$ cat config.mk
export PLATFORM = sky130hd
export DESIGN_NAME = bttev_top
export DESIGN_NICKNAME = d
export VERILOG_FILES = /design/src/include/bttev_pkg.sv /design/src/verilog/bttev_top.sv
export SDC_FILE = /design/constraint.sdc
export NUM_CORES = 1
export LEC_CHECK = 0
export ABC_CLOCK_PERIOD_IN_PS = 6600
export BUFFER_PORTS_ARGS = -buffer_cell sky130_fd_sc_hd__buf_4
export CAP_MARGIN = 0
export CORE_MARGIN = 4
export CORE_UTILIZATION = 60
export DETAILED_ROUTE_END_ITERATION = 16
export HOLD_SLACK_MARGIN = 0.06
export PLACE_DENSITY = 0.81
export SETUP_SLACK_MARGIN = 0.5
export SYNTH_ARGS = -nofsm -noshare
export SYNTH_HDL_FRONTEND = slang
export SYNTH_SLANG_ARGS = --single-unit
$ cat constraint.sdc
create_clock -name clk -period 6.6 [get_ports clk]
set_input_delay 0.33 -clock clk [delete_from_list [all_inputs] [get_ports clk]]
set_output_delay 0.33 -clock clk [all_outputs]
set_load 0.05 [all_outputs]
$ cat src/include/bttev_pkg.sv
/*
 * Constants, register map and carrier types of the battery and thermal trip event block.
 * Assumes a 32-bit AHB-Lite slave port and temperatures in tenths of a kelvin.
 */
`default_nettype none
package bttev_pkg;

	localparam int unsigned DATA_W = 32;
	localparam int unsigned TEMP_W = 16;
	localparam int unsigned ADDR_W = 8;

	// ==========================================================================
	// Register byte offsets.
	localparam logic [7:0] OFS_BATT_TRIP     = 8'h00;
	localparam logic [7:0] OFS_POWER_SRC     = 8'h04;
	localparam logic [7:0] OFS_ZONE_TEMP     = 8'h08;
	localparam logic [7:0] OFS_ACTIVE_TRIP   = 8'h0C;
	localparam logic [7:0] OFS_PASSIVE_TRIP  = 8'h10;
	localparam logic [7:0] OFS_CRITICAL_TRIP = 8'h14;
	localparam logic [7:0] OFS_COOL_POLICY   = 8'h18;
	localparam logic [7:0] OFS_PRESET_ACT    = 8'h1C;
	localparam logic [7:0] OFS_PRESET_PAS    = 8'h20;
	localparam logic [7:0] OFS_BAY_ADJUST    = 8'h24;
	localparam logic [7:0] OFS_HYST_DELTA    = 8'h28;
	localparam logic [7:0] OFS_TEMP_STEP     = 8'h2C;
	localparam logic [7:0] OFS_STATUS        = 8'h30;
	localparam logic [7:0] OFS_MASK          = 8'h34;
	localparam logic [7:0] OFS_NOTIFY_CODE   = 8'h38;

	// ==========================================================================
	// Status and mask bit positions.
	localparam int unsigned ST_CAPACITY = 0;
	localparam int unsigned ST_THERMAL  = 1;
	localparam int unsigned ST_NOTIFY   = 2;
	localparam int unsigned ST_BAY      = 3;
	localparam int unsigned ST_POWER    = 4;
	localparam int unsigned ST_W        = 5;

	// ==========================================================================
	// Codes and reset values.
	localparam logic [7:0]        NOTIFY_THRESH_CHANGED = 8'h80;
	localparam logic [DATA_W-1:0] POWER_OFFLINE         = 32'h00000000;
	localparam logic [DATA_W-1:0] POWER_ONLINE          = 32'h00000001;
	localparam logic [30:0]       RST_BATT_TRIP         = 31'h00000000;
	localparam logic [TEMP_W-1:0] RST_ACTIVE_TRIP       = 16'h0D0C;
	localparam logic [TEMP_W-1:0] RST_PASSIVE_TRIP      = 16'h0D70;
	localparam logic [TEMP_W-1:0] RST_CRITICAL_TRIP     = 16'h0E38;
	localparam logic [TEMP_W-1:0] RST_ADJUST            = 16'h0000;
	localparam logic [ST_W-1:0]   RST_MASK              = 5'h00;
	localparam logic              POLICY_ACTIVE         = 1'b0;
	localparam logic              POLICY_PASSIVE        = 1'b1;

	// ==========================================================================
	// Carrier types.
	typedef struct packed {
		logic [TEMP_W-1:0] passive;
		logic [TEMP_W-1:0] active;
	} bttev_pair_s;

	typedef struct packed {
		logic [TEMP_W-1:0] critical;
		logic [TEMP_W-1:0] passive;
		logic [TEMP_W-1:0] active;
	} bttev_trips_s;

	typedef enum logic {
		HYS_IDLE,
		HYS_LOWERED
	} bttev_hyst_e;

endpackage

`default_nettype wire

$ cat src/verilog/bttev_top.sv
/*
 * Battery capacity trip, line power state and thermal trip events behind an AHB-Lite slave.
 * Assumes all sensor inputs are synchronous to clk and the slave is alone on the bus.
 */
`timescale 1ns/100ps
`default_nettype none

module bttev_top (
	input  wire logic                           clk,
	input  wire logic                           rst_n,
	input  wire logic                           hsel,
	input  wire logic [bttev_pkg::DATA_W-1:0]   haddr,
	input  wire logic [1:0]                     htrans,
	input  wire logic                           hwrite,
	input  wire logic [2:0]                     hsize,
	input  wire logic [bttev_pkg::DATA_W-1:0]   hwdata,
	input  wire logic                           hready,
	output logic      [bttev_pkg::DATA_W-1:0]   hrdata,
	output logic                                hreadyout,
	output logic                                hresp,
	input  wire logic [bttev_pkg::DATA_W-1:0]   battery_remaining_capacity,
	input  wire logic                           line_power_online,
	input  wire logic [bttev_pkg::TEMP_W-1:0]   zone_temperature,
	input  wire logic                           bay_occupied,
	output logic                                system_control_interrupt
);

	// ==========================================================================
	// Bus slave.
	logic                               wr_pend_reg;
	logic [bttev_pkg::ADDR_W-1:0]       wr_addr_reg;
	logic [bttev_pkg::DATA_W-1:0]       hrdata_reg;
	logic                               addr_fire;
	logic                               rd_fire;
	logic [bttev_pkg::ADDR_W-1:0]       a_ofs;
	logic [bttev_pkg::DATA_W-1:0]       rd_val;

	logic [30:0]                        battery_trip_level_reg;
	bttev_pkg::bttev_trips_s            trips_reg;
	logic                               cooling_policy_select_reg;
	bttev_pkg::bttev_pair_s             preset_act_reg;
	bttev_pkg::bttev_pair_s             preset_pas_reg;
	bttev_pkg::bttev_pair_s             bay_adjust_reg;
	logic [bttev_pkg::TEMP_W-1:0]       hyst_delta_reg;
	logic [bttev_pkg::TEMP_W-1:0]       temp_step_reg;
	logic [bttev_pkg::ST_W-1:0]         status_reg;
	logic [bttev_pkg::ST_W-1:0]         status_next;
	logic [bttev_pkg::ST_W-1:0]         mask_reg;

	assign addr_fire = hsel && htrans[1] && hready;
	assign rd_fire   = addr_fire && !hwrite;
	assign a_ofs     = haddr[bttev_pkg::ADDR_W-1:0];
	assign hreadyout = 1'b1;
	assign hresp     = 1'b0;
	assign hrdata    = hrdata_reg;

	always_ff @(posedge clk or negedge rst_n) begin
		if (!rst_n) begin
			wr_pend_reg <= 1'b0;
			wr_addr_reg <= '0;
		end else begin
			wr_pend_reg <= addr_fire && hwrite;
			wr_addr_reg <= a_ofs;
		end
	end

	function automatic logic wr_hit(input logic [7:0] ofs);
		wr_hit = wr_pend_reg && (wr_addr_reg == ofs);
	endfunction

	always_comb begin
		rd_val = '0;
		case (a_ofs)
			bttev_pkg::OFS_BATT_TRIP:     rd_val = {1'b0, battery_trip_level_reg};
			bttev_pkg::OFS_POWER_SRC:     rd_val = line_power_online ? bttev_pkg::POWER_ONLINE
			                                                         : bttev_pkg::POWER_OFFLINE;
			bttev_pkg::OFS_ZONE_TEMP:     rd_val = {16'h0000, zone_temperature};
			bttev_pkg::OFS_ACTIVE_TRIP:   rd_val = {16'h0000, trips_reg.active};
			bttev_pkg::OFS_PASSIVE_TRIP:  rd_val = {16'h0000, trips_reg.passive};
			bttev_pkg::OFS_CRITICAL_TRIP: rd_val = {16'h0000, trips_reg.critical};
			bttev_pkg::OFS_COOL_POLICY:   rd_val = {31'h00000000, cooling_policy_select_reg};
			bttev_pkg::OFS_PRESET_ACT:    rd_val = preset_act_reg;
			bttev_pkg::OFS_PRESET_PAS:    rd_val = preset_pas_reg;
			bttev_pkg::OFS_BAY_ADJUST:    rd_val = bay_adjust_reg;
			bttev_pkg::OFS_HYST_DELTA:    rd_val = {16'h0000, hyst_delta_reg};
			bttev_pkg::OFS_TEMP_STEP:     rd_val = {16'h0000, temp_step_reg};
			bttev_pkg::OFS_STATUS:        rd_val = {27'h0000000, status_reg};
			bttev_pkg::OFS_MASK:          rd_val = {27'h0000000, mask_reg};
			bttev_pkg::OFS_NOTIFY_CODE:   rd_val = status_reg[bttev_pkg::ST_NOTIFY]
			                              ? {24'h000000, bttev_pkg::NOTIFY_THRESH_CHANGED}
			                              : 32'h00000000;
			default:                      rd_val = '0;
		endcase
	end

	always_ff @(posedge clk or negedge rst_n) begin
		if (!rst_n) begin
			hrdata_reg <= '0;
		end else if (rd_fire) begin
			hrdata_reg <= rd_val;
		end
	end

	// ==========================================================================
	// Software configuration registers.
	always_ff @(posedge clk or negedge rst_n) begin
		if (!rst_n) begin
			battery_trip_level_reg    <= bttev_pkg::RST_BATT_TRIP;
			cooling_policy_select_reg <= bttev_pkg::POLICY_ACTIVE;
			preset_act_reg            <= {bttev_pkg::RST_PASSIVE_TRIP, bttev_pkg::RST_ACTIVE_TRIP};
			preset_pas_reg            <= {bttev_pkg::RST_PASSIVE_TRIP, bttev_pkg::RST_ACTIVE_TRIP};
			bay_adjust_reg            <= {bttev_pkg::RST_ADJUST, bttev_pkg::RST_ADJUST};
			hyst_delta_reg            <= bttev_pkg::RST_ADJUST;
			temp_step_reg             <= bttev_pkg::RST_ADJUST;
			mask_reg                  <= bttev_pkg::RST_MASK;
		end else begin
			if (wr_hit(bttev_pkg::OFS_BATT_TRIP)) begin
				battery_trip_level_reg <= hwdata[30:0];
			end
			if (wr_hit(bttev_pkg::OFS_COOL_POLICY)) begin
				cooling_policy_select_reg <= hwdata[0];
			end
			if (wr_hit(bttev_pkg::OFS_PRESET_ACT)) begin
				preset_act_reg <= hwdata;
			end
			if (wr_hit(bttev_pkg::OFS_PRESET_PAS)) begin
				preset_pas_reg <= hwdata;
			end
			if (wr_hit(bttev_pkg::OFS_BAY_ADJUST)) begin
				bay_adjust_reg <= hwdata;
			end
			if (wr_hit(bttev_pkg::OFS_HYST_DELTA)) begin
				hyst_delta_reg <= hwdata[15:0];
			end
			if (wr_hit(bttev_pkg::OFS_TEMP_STEP)) begin
				temp_step_reg <= hwdata[15:0];
			end
			if (wr_hit(bttev_pkg::OFS_MASK)) begin
				mask_reg <= hwdata[bttev_pkg::ST_W-1:0];
			end
		end
	end

	// ==========================================================================
	// Battery capacity trip.
	logic cap_below;
	logic cap_below_reg;
	logic cap_event;

	assign cap_below = !battery_remaining_capacity[31] && (battery_trip_level_reg != 31'h00000000)
	                && (battery_remaining_capacity[30:0] <= battery_trip_level_reg);
	assign cap_event = cap_below && !cap_below_reg;

	always_ff @(posedge clk or negedge rst_n) begin
		if (!rst_n) begin
			cap_below_reg <= 1'b0;
		end else begin
			cap_below_reg <= cap_below;
		end
	end

	// ==========================================================================
	// Threshold reload, bay detection and hysteresis.
	function automatic logic [15:0] sat_sub(input logic [15:0] a, input logic [15:0] b);
		sat_sub = (a > b) ? (a - b) : 16'h0000;
	endfunction

	logic                         bay_reg;
	logic                         bay_edge;
	logic                         policy_wr;
	logic                         reload;
	bttev_pkg::bttev_pair_s       preset_sel;
	bttev_pkg::bttev_pair_s       load_val;
	bttev_pkg::bttev_hyst_e       hyst_state;
	logic [15:0]                  saved_active_reg;
	logic                         hyst_lower;
	logic                         hyst_restore;
	logic                         sw_trip_wr;

	assign bay_edge   = bay_occupied != bay_reg;
	assign policy_wr  = wr_hit(bttev_pkg::OFS_COOL_POLICY);
	assign reload     = policy_wr || bay_edge;
	assign preset_sel = (policy_wr ? hwdata[0] : cooling_policy_select_reg)
	                  ? preset_pas_reg : preset_act_reg;
	assign load_val.active  = sat_sub(preset_sel.active, bay_occupied ? bay_adjust_reg.active
	                                                                  : 16'h0000);
	assign load_val.passive = sat_sub(preset_sel.passive, bay_occupied ? bay_adjust_reg.passive
	                                                                   : 16'h0000);
	assign sw_trip_wr   = wr_hit(bttev_pkg::OFS_ACTIVE_TRIP) || wr_hit(bttev_pkg::OFS_PASSIVE_TRIP)
	                   || wr_hit(bttev_pkg::OFS_CRITICAL_TRIP);
	assign hyst_lower   = !reload && !sw_trip_wr && (hyst_state == bttev_pkg::HYS_IDLE)
	                   && (hyst_delta_reg != 16'h0000) && (zone_temperature >= trips_reg.active);
	assign hyst_restore = !reload && !sw_trip_wr && (hyst_state == bttev_pkg::HYS_LOWERED)
	                   && (zone_temperature <= trips_reg.active);

	always_ff @(posedge clk or negedge rst_n) begin
		if (!rst_n) begin
			bay_reg <= 1'b0;
		end else begin
			bay_reg <= bay_occupied;
		end
	end

	always_ff @(posedge clk or negedge rst_n) begin
		if (!rst_n) begin
			trips_reg        <= {bttev_pkg::RST_CRITICAL_TRIP, bttev_pkg::RST_PASSIVE_TRIP,
			                     bttev_pkg::RST_ACTIVE_TRIP};
			saved_active_reg <= bttev_pkg::RST_ACTIVE_TRIP;
			hyst_state       <= bttev_pkg::HYS_IDLE;
		end else if (sw_trip_wr) begin
			hyst_state <= bttev_pkg::HYS_IDLE;
			if (wr_hit(bttev_pkg::OFS_ACTIVE_TRIP)) begin
				trips_reg.active <= hwdata[15:0];
			end
			if (wr_hit(bttev_pkg::OFS_PASSIVE_TRIP)) begin
				trips_reg.passive <= hwdata[15:0];
			end
			if (wr_hit(bttev_pkg::OFS_CRITICAL_TRIP)) begin
				trips_reg.critical <= hwdata[15:0];
			end
		end else if (reload) begin
			trips_reg.active  <= load_val.active;
			trips_reg.passive <= load_val.passive;
			hyst_state        <= bttev_pkg::HYS_IDLE;
		end else begin
			case (hyst_state)
				bttev_pkg::HYS_IDLE: begin
					if (hyst_lower) begin
						saved_active_reg <= trips_reg.active;
						trips_reg.active <= sat_sub(trips_reg.active, hyst_delta_reg);
						hyst_state       <= bttev_pkg::HYS_LOWERED;
					end
				end
				bttev_pkg::HYS_LOWERED: begin
					if (hyst_restore) begin
						trips_reg.active <= saved_active_reg;
						hyst_state       <= bttev_pkg::HYS_IDLE;
					end
				end
				default: hyst_state <= bttev_pkg::HYS_IDLE;
			endcase
		end
	end

	// ==========================================================================
	// Thermal crossings and temperature steps.
	logic [2:0]  above;
	logic [2:0]  above_reg;
	logic [47:0] thr_flat;
	logic [15:0] last_temp_reg;
	logic        primed_reg;
	logic [15:0] temp_diff;
	logic        step_hit;
	logic        power_reg;

	assign thr_flat = trips_reg;

	genvar gi;
	generate
		for (gi = 0; gi < 3; gi++) begin : g_cross
			assign above[gi] = zone_temperature >= thr_flat[gi*16 +: 16];
		end
	endgenerate

	assign temp_diff = (zone_temperature > last_temp_reg) ? (zone_temperature - last_temp_reg)
	                                                      : (last_temp_reg - zone_temperature);
	assign step_hit  = primed_reg && (temp_step_reg != 16'h0000) && (temp_diff >= temp_step_reg);

	always_ff @(posedge clk or negedge rst_n) begin
		if (!rst_n) begin
			above_reg     <= 3'h0;
			last_temp_reg <= 16'h0000;
			primed_reg    <= 1'b0;
			power_reg     <= 1'b0;
		end else begin
			above_reg  <= above;
			primed_reg <= 1'b1;
			power_reg  <= line_power_online;
			if (!primed_reg || step_hit) begin
				last_temp_reg <= zone_temperature;
			end
		end
	end

	// ==========================================================================
	// Sticky status and interrupt.
	logic [bttev_pkg::ST_W-1:0] set_vec;
	logic [bttev_pkg::ST_W-1:0] clr_vec;

	always_comb begin
		set_vec = '0;
		set_vec[bttev_pkg::ST_CAPACITY] = cap_event;
		set_vec[bttev_pkg::ST_THERMAL]  = primed_reg && ((above != above_reg) || step_hit);
		set_vec[bttev_pkg::ST_NOTIFY]   = reload || hyst_lower || hyst_restore;
		set_vec[bttev_pkg::ST_BAY]      = bay_edge;
		set_vec[bttev_pkg::ST_POWER]    = primed_reg && (line_power_online != power_reg);
		clr_vec = wr_hit(bttev_pkg::OFS_STATUS) ? hwdata[bttev_pkg::ST_W-1:0] : '0;
		status_next = (status_reg & ~clr_vec) | set_vec;
	end

	always_ff @(posedge clk or negedge rst_n) begin
		if (!rst_n) begin
			status_reg <= '0;
		end else begin
			status_reg <= status_next;
		end
	end

	assign system_control_interrupt = |(status_reg & mask_reg);
endmodule

`default_nettype wire

# After elaboration in Yosys (flattened, before gate mapping)
# Cells that the tools add are included.
[op_classes] addsub=5 magnitude_cmp=10 n_eq_ne=32 mux=25 n_bitwise=7 n_reduce_logical=53
[ops] operator="$pmux W32 S15" n=1
[ops] operator="$mux W16" n=12
[ops] operator="$eq A8 B6 Y1 const B" n=13
[ops] operator="$sub A16 B16 Y16" n=5
[ops] operator="$eq A8 B5 Y1 const B" n=8
[ops] operator="$ge A16 B16 Y1" n=4
[ops] operator="$gt A16 B16 Y1" n=4
[ops] operator="$mux W32" n=2
[ops] operator="$pmux W16 S2" n=1
[ops] operator="$reduce_bool A16 Y1" n=2
[ops] operator="$le A31 B31 Y1" n=1
[ops] operator="$reduce_bool A31 Y1" n=1
[ops] operator="$logic_and A1 B1 Y1" n=29
[ops] operator="$eq A8 B4 Y1 const B" n=3
[ops] operator="$le A16 B16 Y1" n=1
[ops] operator="$logic_not A8 Y1" n=2
[ops] operator="$and A5 B5 Y5" n=2
[ops] operator="$eq A8 B3 Y1 const B" n=1
[ops] operator="$mux W8" n=1
[ops] operator="$logic_or A1 B1 Y1" n=7
[ops] operator="$logic_not A1 Y1" n=6
[ops] operator="$mux W1" n=6
[ops] operator="$mux W5" n=1
[ops] operator="$not A5 Y5" n=1
[ops] operator="13 further kinds" n=18
[totals] regBits=299 input_bits=124 output_inout_bits=35 elab_cells=158

# Logic depth before layout (Yosys ltp)
# Gate-level depths: netlist of the first run.
[depth] ltp_word=13 mapped_depth=24 depth_no_buf=21

# Least setup slack after synthesis of the first run
# No wires, ideal clock.
[synth_timing] kind="input -> register" from="in zone_temperature[0] (netlist bit)" to="reg last_temp_reg[10]" arrival_time_ns=4.186 t_required_ns=6.521 path_slack_ns=2.335 path_stages=21 n_path_buf=2 cell_sequence="inv_1 -> ha_1 -> inv_1 -> fa_1 -> a211oi_2 -> o211ai_2 -> nand2_2 -> o21ai_4 -> a221oi_4 -> o211ai_2 -> a221oi_2 -> xnor2_1 -> ha_1 -> o2111ai_1 -> a21oi_1 -> nand2_1 -> a221oi_1 -> a21bo_2 -> buf_2 -> buf_2 -> mux2i_1"
[synth_via] elab_chain_len=5
[synth_lines] item="start, declared" line_no="bttev_top.sv:23" rtl="input wire logic [bttev_pkg::TEMP_W-1:0] zone_temperature,"
[synth_lines] item="$sub A16 B16 Y16 (tied with other cells)" line_no="bttev_top.sv:266" rtl=": (last_temp_reg - zone_temperature);"
[synth_lines] item="$mux W16 *" line_no="bttev_top.sv:265" rtl="assign temp_diff = (zone_temperature > last_temp_reg) ? (zone_temperature - last_temp_reg)"
[synth_lines] item="$ge A16 B16 Y1 *" line_no="bttev_top.sv:267" rtl="assign step_hit = primed_reg && (temp_step_reg != 16'h0000) && (temp_diff >= temp_step_reg);"
[synth_lines] item="$logic_and A1 B1 Y1 *" line_no="bttev_top.sv:267"
[synth_lines] item="$logic_or A1 B1 Y1 *" line_no="bttev_top.sv:279" rtl="if (!primed_reg || step_hit) begin"
[synth_lines] item="end signal, assigned" line_no="bttev_top.sv:280" rtl="last_temp_reg <= zone_temperature;"
[synth_lines] item="end, declared" line_no="bttev_top.sv:250" rtl="logic [15:0] last_temp_reg;"
# Mark *: on every way between the ends. The rest lies on a longest branch, timed or not.
# A chain may end at the register's enable or synchronous reset.

# Worst setup path after layout of the first run
[layout_timing] from="reg wr_addr_reg[7] (netlist bit)" to="reg trips_reg, in the netlist thr_flat[12]"
[layout_via] elab_chain_len=11
[layout_lines] item="start, declared" line_no="bttev_top.sv:31" rtl="logic [bttev_pkg::ADDR_W-1:0] wr_addr_reg;"
[layout_lines] item="start signal, assigned" line_no="bttev_top.sv:63" rtl="wr_addr_reg <= a_ofs;"
[layout_lines] item="parallel branches: the longest is 11 deep, another holds $sub A16 B16 Y16"
[layout_lines] item="end signal, assigned" line_no="bttev_top.sv:206" rtl="trips_reg <= {bttev_pkg::RST_CRITICAL_TRIP, bttev_pkg::RST_PASSIVE_TRIP,"
[layout_lines] item="end, declared" line_no="bttev_top.sv:39" rtl="bttev_pkg::bttev_trips_s trips_reg;"
# Several ways; the timed one is not identified.

==> out/qor.txt, run 1 <==
run status - finished, final reports clean
Hold Crit Start - hwrite
worst-case setup margin in the final layout - 1030 ps
I/O Buffers - 128
Compound-Gate Fraction of Synth Area - 0.182
post-route DRC violation count - 0
Root Buffer - sky130_fd_sc_hd__clkbuf_16
via count of the first global-routing pass - 17300
post-placement setup slack - 1200 ps
number of clock sinks seen by CTS - 299
DRT antenna net count - 0
syn_area_per_cell - 10.1 sq um
Clock Pin Slew Worst Setup and Hold Paths - 50 ps
worst reg2reg startpoint - wr_addr_reg[7]$_DFF_PN0_
transition time at the pin with the least slew margin - 1170 ps
net switching component of the power - 0.00280 W
overflow left after global routing - 0
final total negative setup slack - 0 ps
post-synthesis sequential area ratio - 0.385
ys async rst share - 1.00
wire length on met2 - 29300 um
Filler Cell Count - 2416
shortest period the worst path allows - 5570 ps
height of the chip - 189 um
Ys Warns - 0
Internal Power - 0.00459 W
fin nets - 2368
library cell occupying the most area in the post-synthesis netlist - sky130_fd_sc_hd__dfrtp_1
Antenna diodes - 0
CP cell instances - nor3b_2 -> nand2_1 -> nor2_1 -> nand2_1 -> mux2i_4 -> mux2i_1 -> ha_1 -> inv_1 -> fa_1 -> a21oi_1 -> o21ai_0 -> a21oi_1 -> o22ai_1 -> nand2_1 -> a311oi_1 -> buf_4 -> a222oi_1 -> o21ai_0 -> mux2_4
total buffers and inverters traversed by the critical path - 2
share of synthesized cell area in full adder, half adder and majority cells - 0.116
delay-heaviest family, CP - compound AO/OA/AOI/OAI gates
CTS tree - built
Flop pwr share - 0.323
headroom to the max-slew limit - 0.223
multi-input logic area - 0.0111 sq mm
WHS - 99.6 ps
setup repair after global routing missed its margin - no
Pleak - 10.3 nW
dominant combinational cell family by area after synthesis - compound AO/OA/AOI/OAI gates
routed length on met1 - 24500 um
average vias per placed instance - 6.70
endpoint kind of the worst setup timing path - flip-flop
fmax - 180 MHz
startpoint type of the worst setup path - flip-flop
Max Used Layer - met4
fraction of power spent switching nets - 0.379
die footprint - 0.0356 sq mm
data required time at the worst endpoint - 7020 ps
CP Data Arrival Time - 5990 ps
routed wire length - 63700 um
Unique masters post-synth - 83
basic-gate share of the synthesized area counting and, or, nand and nor cells - 0.0952
Clk network pwr share - 0.267
parity-gate share of the synthesized area counting xor and xnor cells - 0.0259
number of flip-flops in the largest register - 48
final routed wire length divided by cell count - 25.2 um
Seq. cell area - 0.00754 sq mm
Critical Path Fanout Max - 18
global-route usage over all layers - 0.355
Hold Path Class - input port to flip-flop
final number of hold-violating endpoints - 0
Crit path largest cell delay - 780 ps
total vias in the final route - 16900
Synth Register Bits - 299
post-synthesis instance area - 0.0196 sq mm
launch point of the critical path - wr_addr_reg[7]$_DFF_PN0_
Setup violations, final - 0
first-iteration detailed-routing DRC count - 1812
type of the setup path with the least slack - flip-flop to flip-flop
number of top-level pins - 159
share of final-layout standard cells stronger than drive strength 1 - 0.229
buffers from clock root to sink, at most - 3
count of H-tree levels built during CTS - 2
post-CTS setup buffers - 0
Area growth, synth to finish - 14.1%
antenna violations before repair - 0
Post-synth EDFFs - 0
horizontal die dimension - 189 um
register-to-register setup slack - 1030 ps
most common cell type on the critical path - sky130_fd_sc_hd__nand2_1
total power divided by cell area - 331 mW/mm^2
length of routed met3 wiring - 6400 um
site row count - 65
CP max-delay cell - sky130_fd_sc_hd__mux2i_4
wire length of the first global-routing pass - 99100 um
clock skew - 16.6 ps
global placement routability congestion - 1.01
Core Box Area - 0.0319 sq mm
worst vdd ir - 0.000233 V
HPWL after DPL - 45400 um
Max Cap Viol - 0
post-route fraction of the period consumed by the critical path - 0.844
multiplexer share of the synthesized area - 0.142
Gate Count Post-Synth - 1948
maximum number of pins on one net before global-route repair - 107
number of CTS-inserted buffers - 35
TritonRoute pass-1 iters - 6
Final Max Slew Viols - 0
Clk Latency, worst-skew pair - 540 ps
Area contributors post-synth - sky130_fd_sc_hd__dfrtp_1 (33%), sky130_fd_sc_hd__ha_1 (11%), sky130_fd_sc_hd__mux2_2 (11%)
area share of the leading cell type in the synthesized netlist - 0.326
combinational group share of total power - 0.410
effective utilization at floorplan - 0.615
ys flop type - sky130_fd_sc_hd__dfrtp_1
## layer usage
| layer | track usage | up-vias |
|---|---|---|
| met3 | 0.0773 | 235 |
| li1 | - | 7407 |
| met1 | 0.459 | 8356 |
| met2 | 0.568 | 942 |
| met4 | 0.173 | 0 |
| met5 | 0 | - |
## power groups by stage
stage	Sequential [W]	Combinational, W	Clock (W)
3_3_place_gp	0.00239	0.00291	0
2_1_floorplan	0.00241	0.00217	0
5_1_grt	0.00241	0.00335	0.00207
3_5_place_dp	0.00240	0.00297	0
4_1_cts	0.00238	0.00301	0.00198
6_report	0.00239	0.00303	0.00197
## placed cells by master (no fill, tap or decap), types with 31 or more instances in the layout
| cell | n |
|---|---|
| sky130_fd_sc_hd__a31oi_1 | 36 |
| sky130_fd_sc_hd__clkbuf_16 | 36 |
| sky130_fd_sc_hd__nor2_1 | 89 |
| sky130_fd_sc_hd__ha_1 | 174 |
| sky130_fd_sc_hd__dfstp_2 | 44 |
| sky130_fd_sc_hd__nand2_1 | 124 |
| sky130_fd_sc_hd__mux2_2 | 190 |
| sky130_fd_sc_hd__nand3_1 | 34 |
| sky130_fd_sc_hd__buf_4 | 149 |
| sky130_fd_sc_hd__dfrtp_1 | 255 |
| sky130_fd_sc_hd__inv_1 | 170 |
| sky130_fd_sc_hd__a21o_1 | 59 |
| sky130_fd_sc_hd__xnor2_1 | 31 |
| sky130_fd_sc_hd__a21oi_1 | 93 |
| sky130_fd_sc_hd__o21ai_0 | 77 |
| sky130_fd_sc_hd__a222oi_1 | 35 |
| sky130_fd_sc_hd__a22oi_1 | 76 |
## synthesized netlist by cell type, types with 6 or more instances
library cell and n:
sky130_fd_sc_hd__a21oi_1 93, sky130_fd_sc_hd__clkbuf_1 69, sky130_fd_sc_hd__nand4_1 28, sky130_fd_sc_hd__mux2_2 190
sky130_fd_sc_hd__and3_1 12, sky130_fd_sc_hd__nor2_1 96, sky130_fd_sc_hd__a31oi_1 36, sky130_fd_sc_hd__o221ai_1 8
sky130_fd_sc_hd__and2_1 7, sky130_fd_sc_hd__a22oi_1 76, sky130_fd_sc_hd__nor2b_1 13, sky130_fd_sc_hd__o21ai_0 77
sky130_fd_sc_hd__a211oi_1 7, sky130_fd_sc_hd__xnor2_1 31, sky130_fd_sc_hd__a221oi_1 20, sky130_fd_sc_hd__dfrtp_1 255
sky130_fd_sc_hd__xor2_1 27, sky130_fd_sc_hd__nand3b_1 6, sky130_fd_sc_hd__buf_2 17, sky130_fd_sc_hd__mux2_1 17
sky130_fd_sc_hd__o211ai_1 8, sky130_fd_sc_hd__nor4_1 22, sky130_fd_sc_hd__a222oi_1 35, sky130_fd_sc_hd__mux2_4 10
sky130_fd_sc_hd__nor3_1 11, sky130_fd_sc_hd__o21bai_1 9, sky130_fd_sc_hd__nand2b_1 16, sky130_fd_sc_hd__ha_1 174
sky130_fd_sc_hd__o31ai_1 6, sky130_fd_sc_hd__dfstp_2 44, sky130_fd_sc_hd__nand2_1 124, sky130_fd_sc_hd__o21a_1 11
sky130_fd_sc_hd__o21ai_1 9, sky130_fd_sc_hd__nand3_1 35, sky130_fd_sc_hd__mux2i_1 28, sky130_fd_sc_hd__inv_1 170
sky130_fd_sc_hd__buf_1 7, sky130_fd_sc_hd__a21o_1 59
## final cells by class
cell class              count  area share
clock buffers              56      0.0472
clock inverters             8     0.00470
inverters                 172      0.0289
multi-input cells        1380       0.495
flip-flops and latches    299       0.337
well taps                 435      0.0243
repair buffers            177      0.0628
## logic make-up after synthesis
logic type,count (synthesis)
mux,246
simple gates,387
buf+inv,270
compound gates,507
fa+ha+maj,179
flops,299
xor+xnor,58
other cells,2
## path summary, 6_finish.rpt
path | to | cells after the start
worst max register to register | thr_flat[12]$_DFFE_PN0P_ | 19
max in group asynchronous | preset_act_reg[1]$_DFFE_PN0P_ | 3
worst min register to register | status_reg[0]$_DFF_PN0_ | 1
worst min-delay path | wr_pend_reg$_DFF_PN0_ | 3
min in group asynchronous | hrdata[23]$_DFFE_PN0P_ | 2
worst max-delay path | thr_flat[12]$_DFFE_PN0P_ | 19
## tightest hold or removal path: stages
cell and delay (ps):
sky130_fd_sc_hd__buf_4 120, sky130_fd_sc_hd__inv_1 60, sky130_fd_sc_hd__nor2_1 60
## stage by stage
stage	std cells	total power, W	cell area (sq um)	util
5_1_grt	2527	0.00782	22400	0.701
6_report	2527	0.00740	22400	0.701
3_3_place_gp	2436	0.00530	20900	0.656
3_5_place_dp	2436	0.00537	20900	0.656
4_1_cts	2527	0.00737	22400	0.701
2_1_floorplan	1949	0.00457	19600	-
## timing repair
item                                   in CTS  in global routing
endpoints found under the hold margin     152                  0
hold buffers                               27                  0
gates resized for setup                     0                  0
Power figures use the tool's default switching activity.
==> run 2, diff against run 1 <==
--- a/config.mk
+++ b/config.mk
@@ -5,14 +5,15 @@
 export SDC_FILE = /design/constraint.sdc
 export NUM_CORES = 1
 export LEC_CHECK = 0
-export ABC_CLOCK_PERIOD_IN_PS = 6600
+export ABC_AREA = 1
+export ABC_CLOCK_PERIOD_IN_PS = 4720
 export BUFFER_PORTS_ARGS = -buffer_cell sky130_fd_sc_hd__buf_4
 export CAP_MARGIN = 0
 export CORE_MARGIN = 4
-export CORE_UTILIZATION = 60
+export CORE_UTILIZATION = 56
 export DETAILED_ROUTE_END_ITERATION = 16
 export HOLD_SLACK_MARGIN = 0.06
-export PLACE_DENSITY = 0.81
+export PLACE_DENSITY = 0.79
 export SETUP_SLACK_MARGIN = 0.5
 export SYNTH_ARGS = -nofsm -noshare
 export SYNTH_HDL_FRONTEND = slang
==> constraint.sdc (replaced) <==
create_clock -name clk -period 4.72 [get_ports clk]
set_input_delay 0.236 -clock clk [delete_from_list [all_inputs] [get_ports clk]]
set_output_delay 0.236 -clock clk [all_outputs]
set_load 0.05 [all_outputs]
==> out/qor.txt, run 2 <==
Hold Path Class - input port to flip-flop
Clk Latency, worst-skew pair - 560 ps
Setup violations, final - 0
length of routed met3 wiring - 7910 um
number of flip-flops in the largest register - 48
Unique masters post-synth - 51
Seq. cell area - 0.00754 sq mm
routed length on met1 - 30900 um
die footprint - 0.0402 sq mm
type of the setup path with the least slack - flip-flop to flip-flop
power after layout - 0.00785 W
antenna violations before repair - 0
shortest period the worst path allows - 3930 ps
wire length on met2 - 35000 um
Pleak - 13.6 nW
run status - finished, final reports clean
routed wire length - 77300 um
multi-input logic area - 0.0114 sq mm
Area contributors post-synth - sky130_fd_sc_hd__dfrtp_1 (31%), sky130_fd_sc_hd__nand2_1 (17%), sky130_fd_sc_hd__ha_1 (10%)
site row count - 70
average vias per placed instance - 5.92
buffers from clock root to sink, at most - 3
height of the chip - 200 um
number of top-level pins - 159
HPWL after DPL - 58100 um
Ys Warns - 0
Critical Path Fanout Max - 21
final total negative setup slack - 0 ps
startpoint type of the worst setup path - flip-flop
total vias in the final route - 21100
CP cell instances - inv_2 -> nor2_4 -> nand3_2 -> nor2_2 -> or2_2 -> nand2_2 -> buf_4 -> o21ai_0 -> ha_1 -> nand2_1 -> inv_1 -> nand2_1 -> nand2_1 -> nand2_1 -> nand2_1 -> a21oi_1 -> nor2_4 -> nand3_1 -> nand3b_1 -> nand2_1 -> nand2_1
number of CTS-inserted buffers - 36
global placement routability congestion - 1.00
Max Cap Viol - 0
ys async rst share - 1.00
share of final-layout standard cells stronger than drive strength 1 - 0.0948
overflow left after global routing - 0
Area growth, synth to finish - 15.2%
post-route fraction of the period consumed by the critical path - 0.833
most common cell type on the critical path - sky130_fd_sc_hd__nand2_1
total power divided by cell area - 329 mW/mm^2
CTS tree - built
clock skew - 21.2 ps
maximum number of pins on one net before global-route repair - 117
syn_area_per_cell - 7.13 sq um
list of most frequent post-synthesis cells - sky130_fd_sc_hd__nand2_1 (940), sky130_fd_sc_hd__inv_1 (386), sky130_fd_sc_hd__o21ai_0 (319), sky130_fd_sc_hd__dfrtp_1 (255), sky130_fd_sc_hd__ha_1 (174)
post-route DRC violation count - 0
Max Used Layer - met4
post-synthesis instance area - 0.0207 sq mm
CP Data Arrival Time - 4420 ps
Final Max Slew Viols - 0
leading cell type in the layout, fill and taps excluded - sky130_fd_sc_hd__nand2_1
fmax - 254 MHz
library cell occupying the most area in the post-synthesis netlist - sky130_fd_sc_hd__dfrtp_1
final number of hold-violating endpoints - 0
data required time at the worst endpoint - 5200 ps
Synth Register Bits - 299
horizontal die dimension - 200 um
Core Box Area - 0.0366 sq mm
Antenna diodes - 0
first-iteration detailed-routing DRC count - 2551
post-synthesis sequential area ratio - 0.363
worst vdd ir - 0.000287 V
Filler Cell Count - 3215
TritonRoute pass-1 iters - 7
fin nets - 3368
wire length of the first global-routing pass - 118000 um
ys flop type - sky130_fd_sc_hd__dfrtp_1
effective utilization at floorplan - 0.567
headroom to the max-slew limit - 0.186
final routed wire length divided by cell count - 21.7 um
number of clock sinks seen by CTS - 299
Clock Pin Slew Worst Setup and Hold Paths - 60 ps
commonest cells after routing, fill and taps aside - sky130_fd_sc_hd__nand2_1 (935), sky130_fd_sc_hd__inv_1 (385), sky130_fd_sc_hd__o21ai_0 (317)
Post-synth EDFFs - 0
setup repair after global routing missed its margin - no
global-route usage over all layers - 0.377
Crit path largest cell delay - 410 ps
DRT antenna net count - 0
cell with the most instances after synthesis - sky130_fd_sc_hd__nand2_1
Root Buffer - sky130_fd_sc_hd__clkbuf_16
Gate Count Post-Synth - 2910
area share of the leading cell type in the synthesized netlist - 0.308
CP max-delay cell - sky130_fd_sc_hd__ha_1
transition time at the pin with the least slew margin - 1220 ps
endpoint kind of the worst setup timing path - flip-flop
count of H-tree levels built during CTS - 2
via count of the first global-routing pass - 19900
I/O Buffers - 128
==> run 2: changes by cell type in the layout (fill, tap and decap cells not counted), moves of 66 or more <==
cell / previous run / this run
sky130_fd_sc_hd__mux2_2: 190 / 0
sky130_fd_sc_hd__nand2_1: 124 / 935
sky130_fd_sc_hd__o21ai_0: 77 / 317
sky130_fd_sc_hd__a22oi_1: 76 / 10
sky130_fd_sc_hd__nand3_1: 34 / 115
sky130_fd_sc_hd__inv_1: 170 / 385
==> run 2: critical path, delay by kind of cell, from the launching register on <==
| family | cells | cell delay (ps) |
|---|---|---|
| DFF | 1 | 390 |
| buffers and inverters | 3 | 490 |
| adders and majority gates | 1 | 410 |
| and+or+nand+nor | 15 | 2210 |
| AOI/OAI and AO/OA | 2 | 340 |
==> run 2: cells by family (layout without fill, tap and decap cells) <==
logic type	Yosys count	in the layout	synth area share
and+or+nand+nor	1308	1308	0.261
AOI/OAI and AO/OA	586	586	0.153
buffers and inverters	485	666	0.0908
DFF	299	299	0.363
other	2	3	0.000362
muxes	2	2	0.000965
adders and majority gates	179	179	0.110
xor gates and xnor gates	49	49	0.0207
==> run 2: stage by stage <==
| stage | instance area [sq um] | worst slack [ps] | std cells | util | hold slack (ps) |
|---|---|---|---|---|---|
| finish | 23900 | 786 | 3560 | 0.653 | 220 |
| global route | 23900 | 517 | 3560 | 0.653 | 214 |
| CTS | 23900 | 625 | 3558 | 0.652 | 202 |
| detailed placement | 22000 | 650 | 3436 | 0.602 | 365 |
| global placement | 22000 | 701 | 3436 | 0.602 | 366 |
| floorplan | 20700 | 1340 | 2911 | - | -59.6 |
==> run 2: repair_timing <==
item,4_1_cts,5_1_grt
gates resized for setup,0,13
endpoints found under the hold margin,201,0
setup endpoints to repair,0,26
setup buffers,0,2
hold buffers,57,0
==> run 2: final timing paths <==
check	startpoint	end	slack [ps]	cells after the start
setup / recovery	wr_pend_reg$_DFF_PN0_	thr_flat[4]$_DFFE_PN0P_	790	21
hold / removal	hwdata[13]	bay_adjust_reg[13]$_DFFE_PN0P_	220	3
setup reg to reg	wr_pend_reg$_DFF_PN0_	thr_flat[4]$_DFFE_PN0P_	790	21
hold reg to reg	cap_below_reg$_DFF_PN0_	status_reg[0]$_DFF_PN0_	440	1
max in group asynchronous	rst_n	cooling_policy_select_reg$_DFF_PN0_	3090	3
min in group asynchronous	rst_n	above_reg[2]$_DFF_PN0_	370	2
==> run 2: per-layer routing <==
metal  vias to the layer above  global-route usage
li1                       9751                   -
met1                      9930               0.506
met2                      1205               0.604
met3                       176              0.0759
met4                         0               0.148
met5                         -                   0
==> run 2: layout make-up <==
| type | count | area share |
|---|---|---|
| clock inverter | 14 | 0.00832 |
| timing repair buffer | 204 | 0.0704 |
| tap | 468 | 0.0245 |
| clock buffer | 51 | 0.0434 |
| inverter | 397 | 0.0627 |
| sequential | 299 | 0.315 |
| multi-input combinational | 2127 | 0.475 |
==> run 2: power by group <==
part           switching, W  total (W)  internal [W]
logic               0.00136    0.00200      0.000642
clock network       0.00118    0.00294       0.00176
registers          0.000135    0.00292       0.00278
total               0.00267    0.00785       0.00519
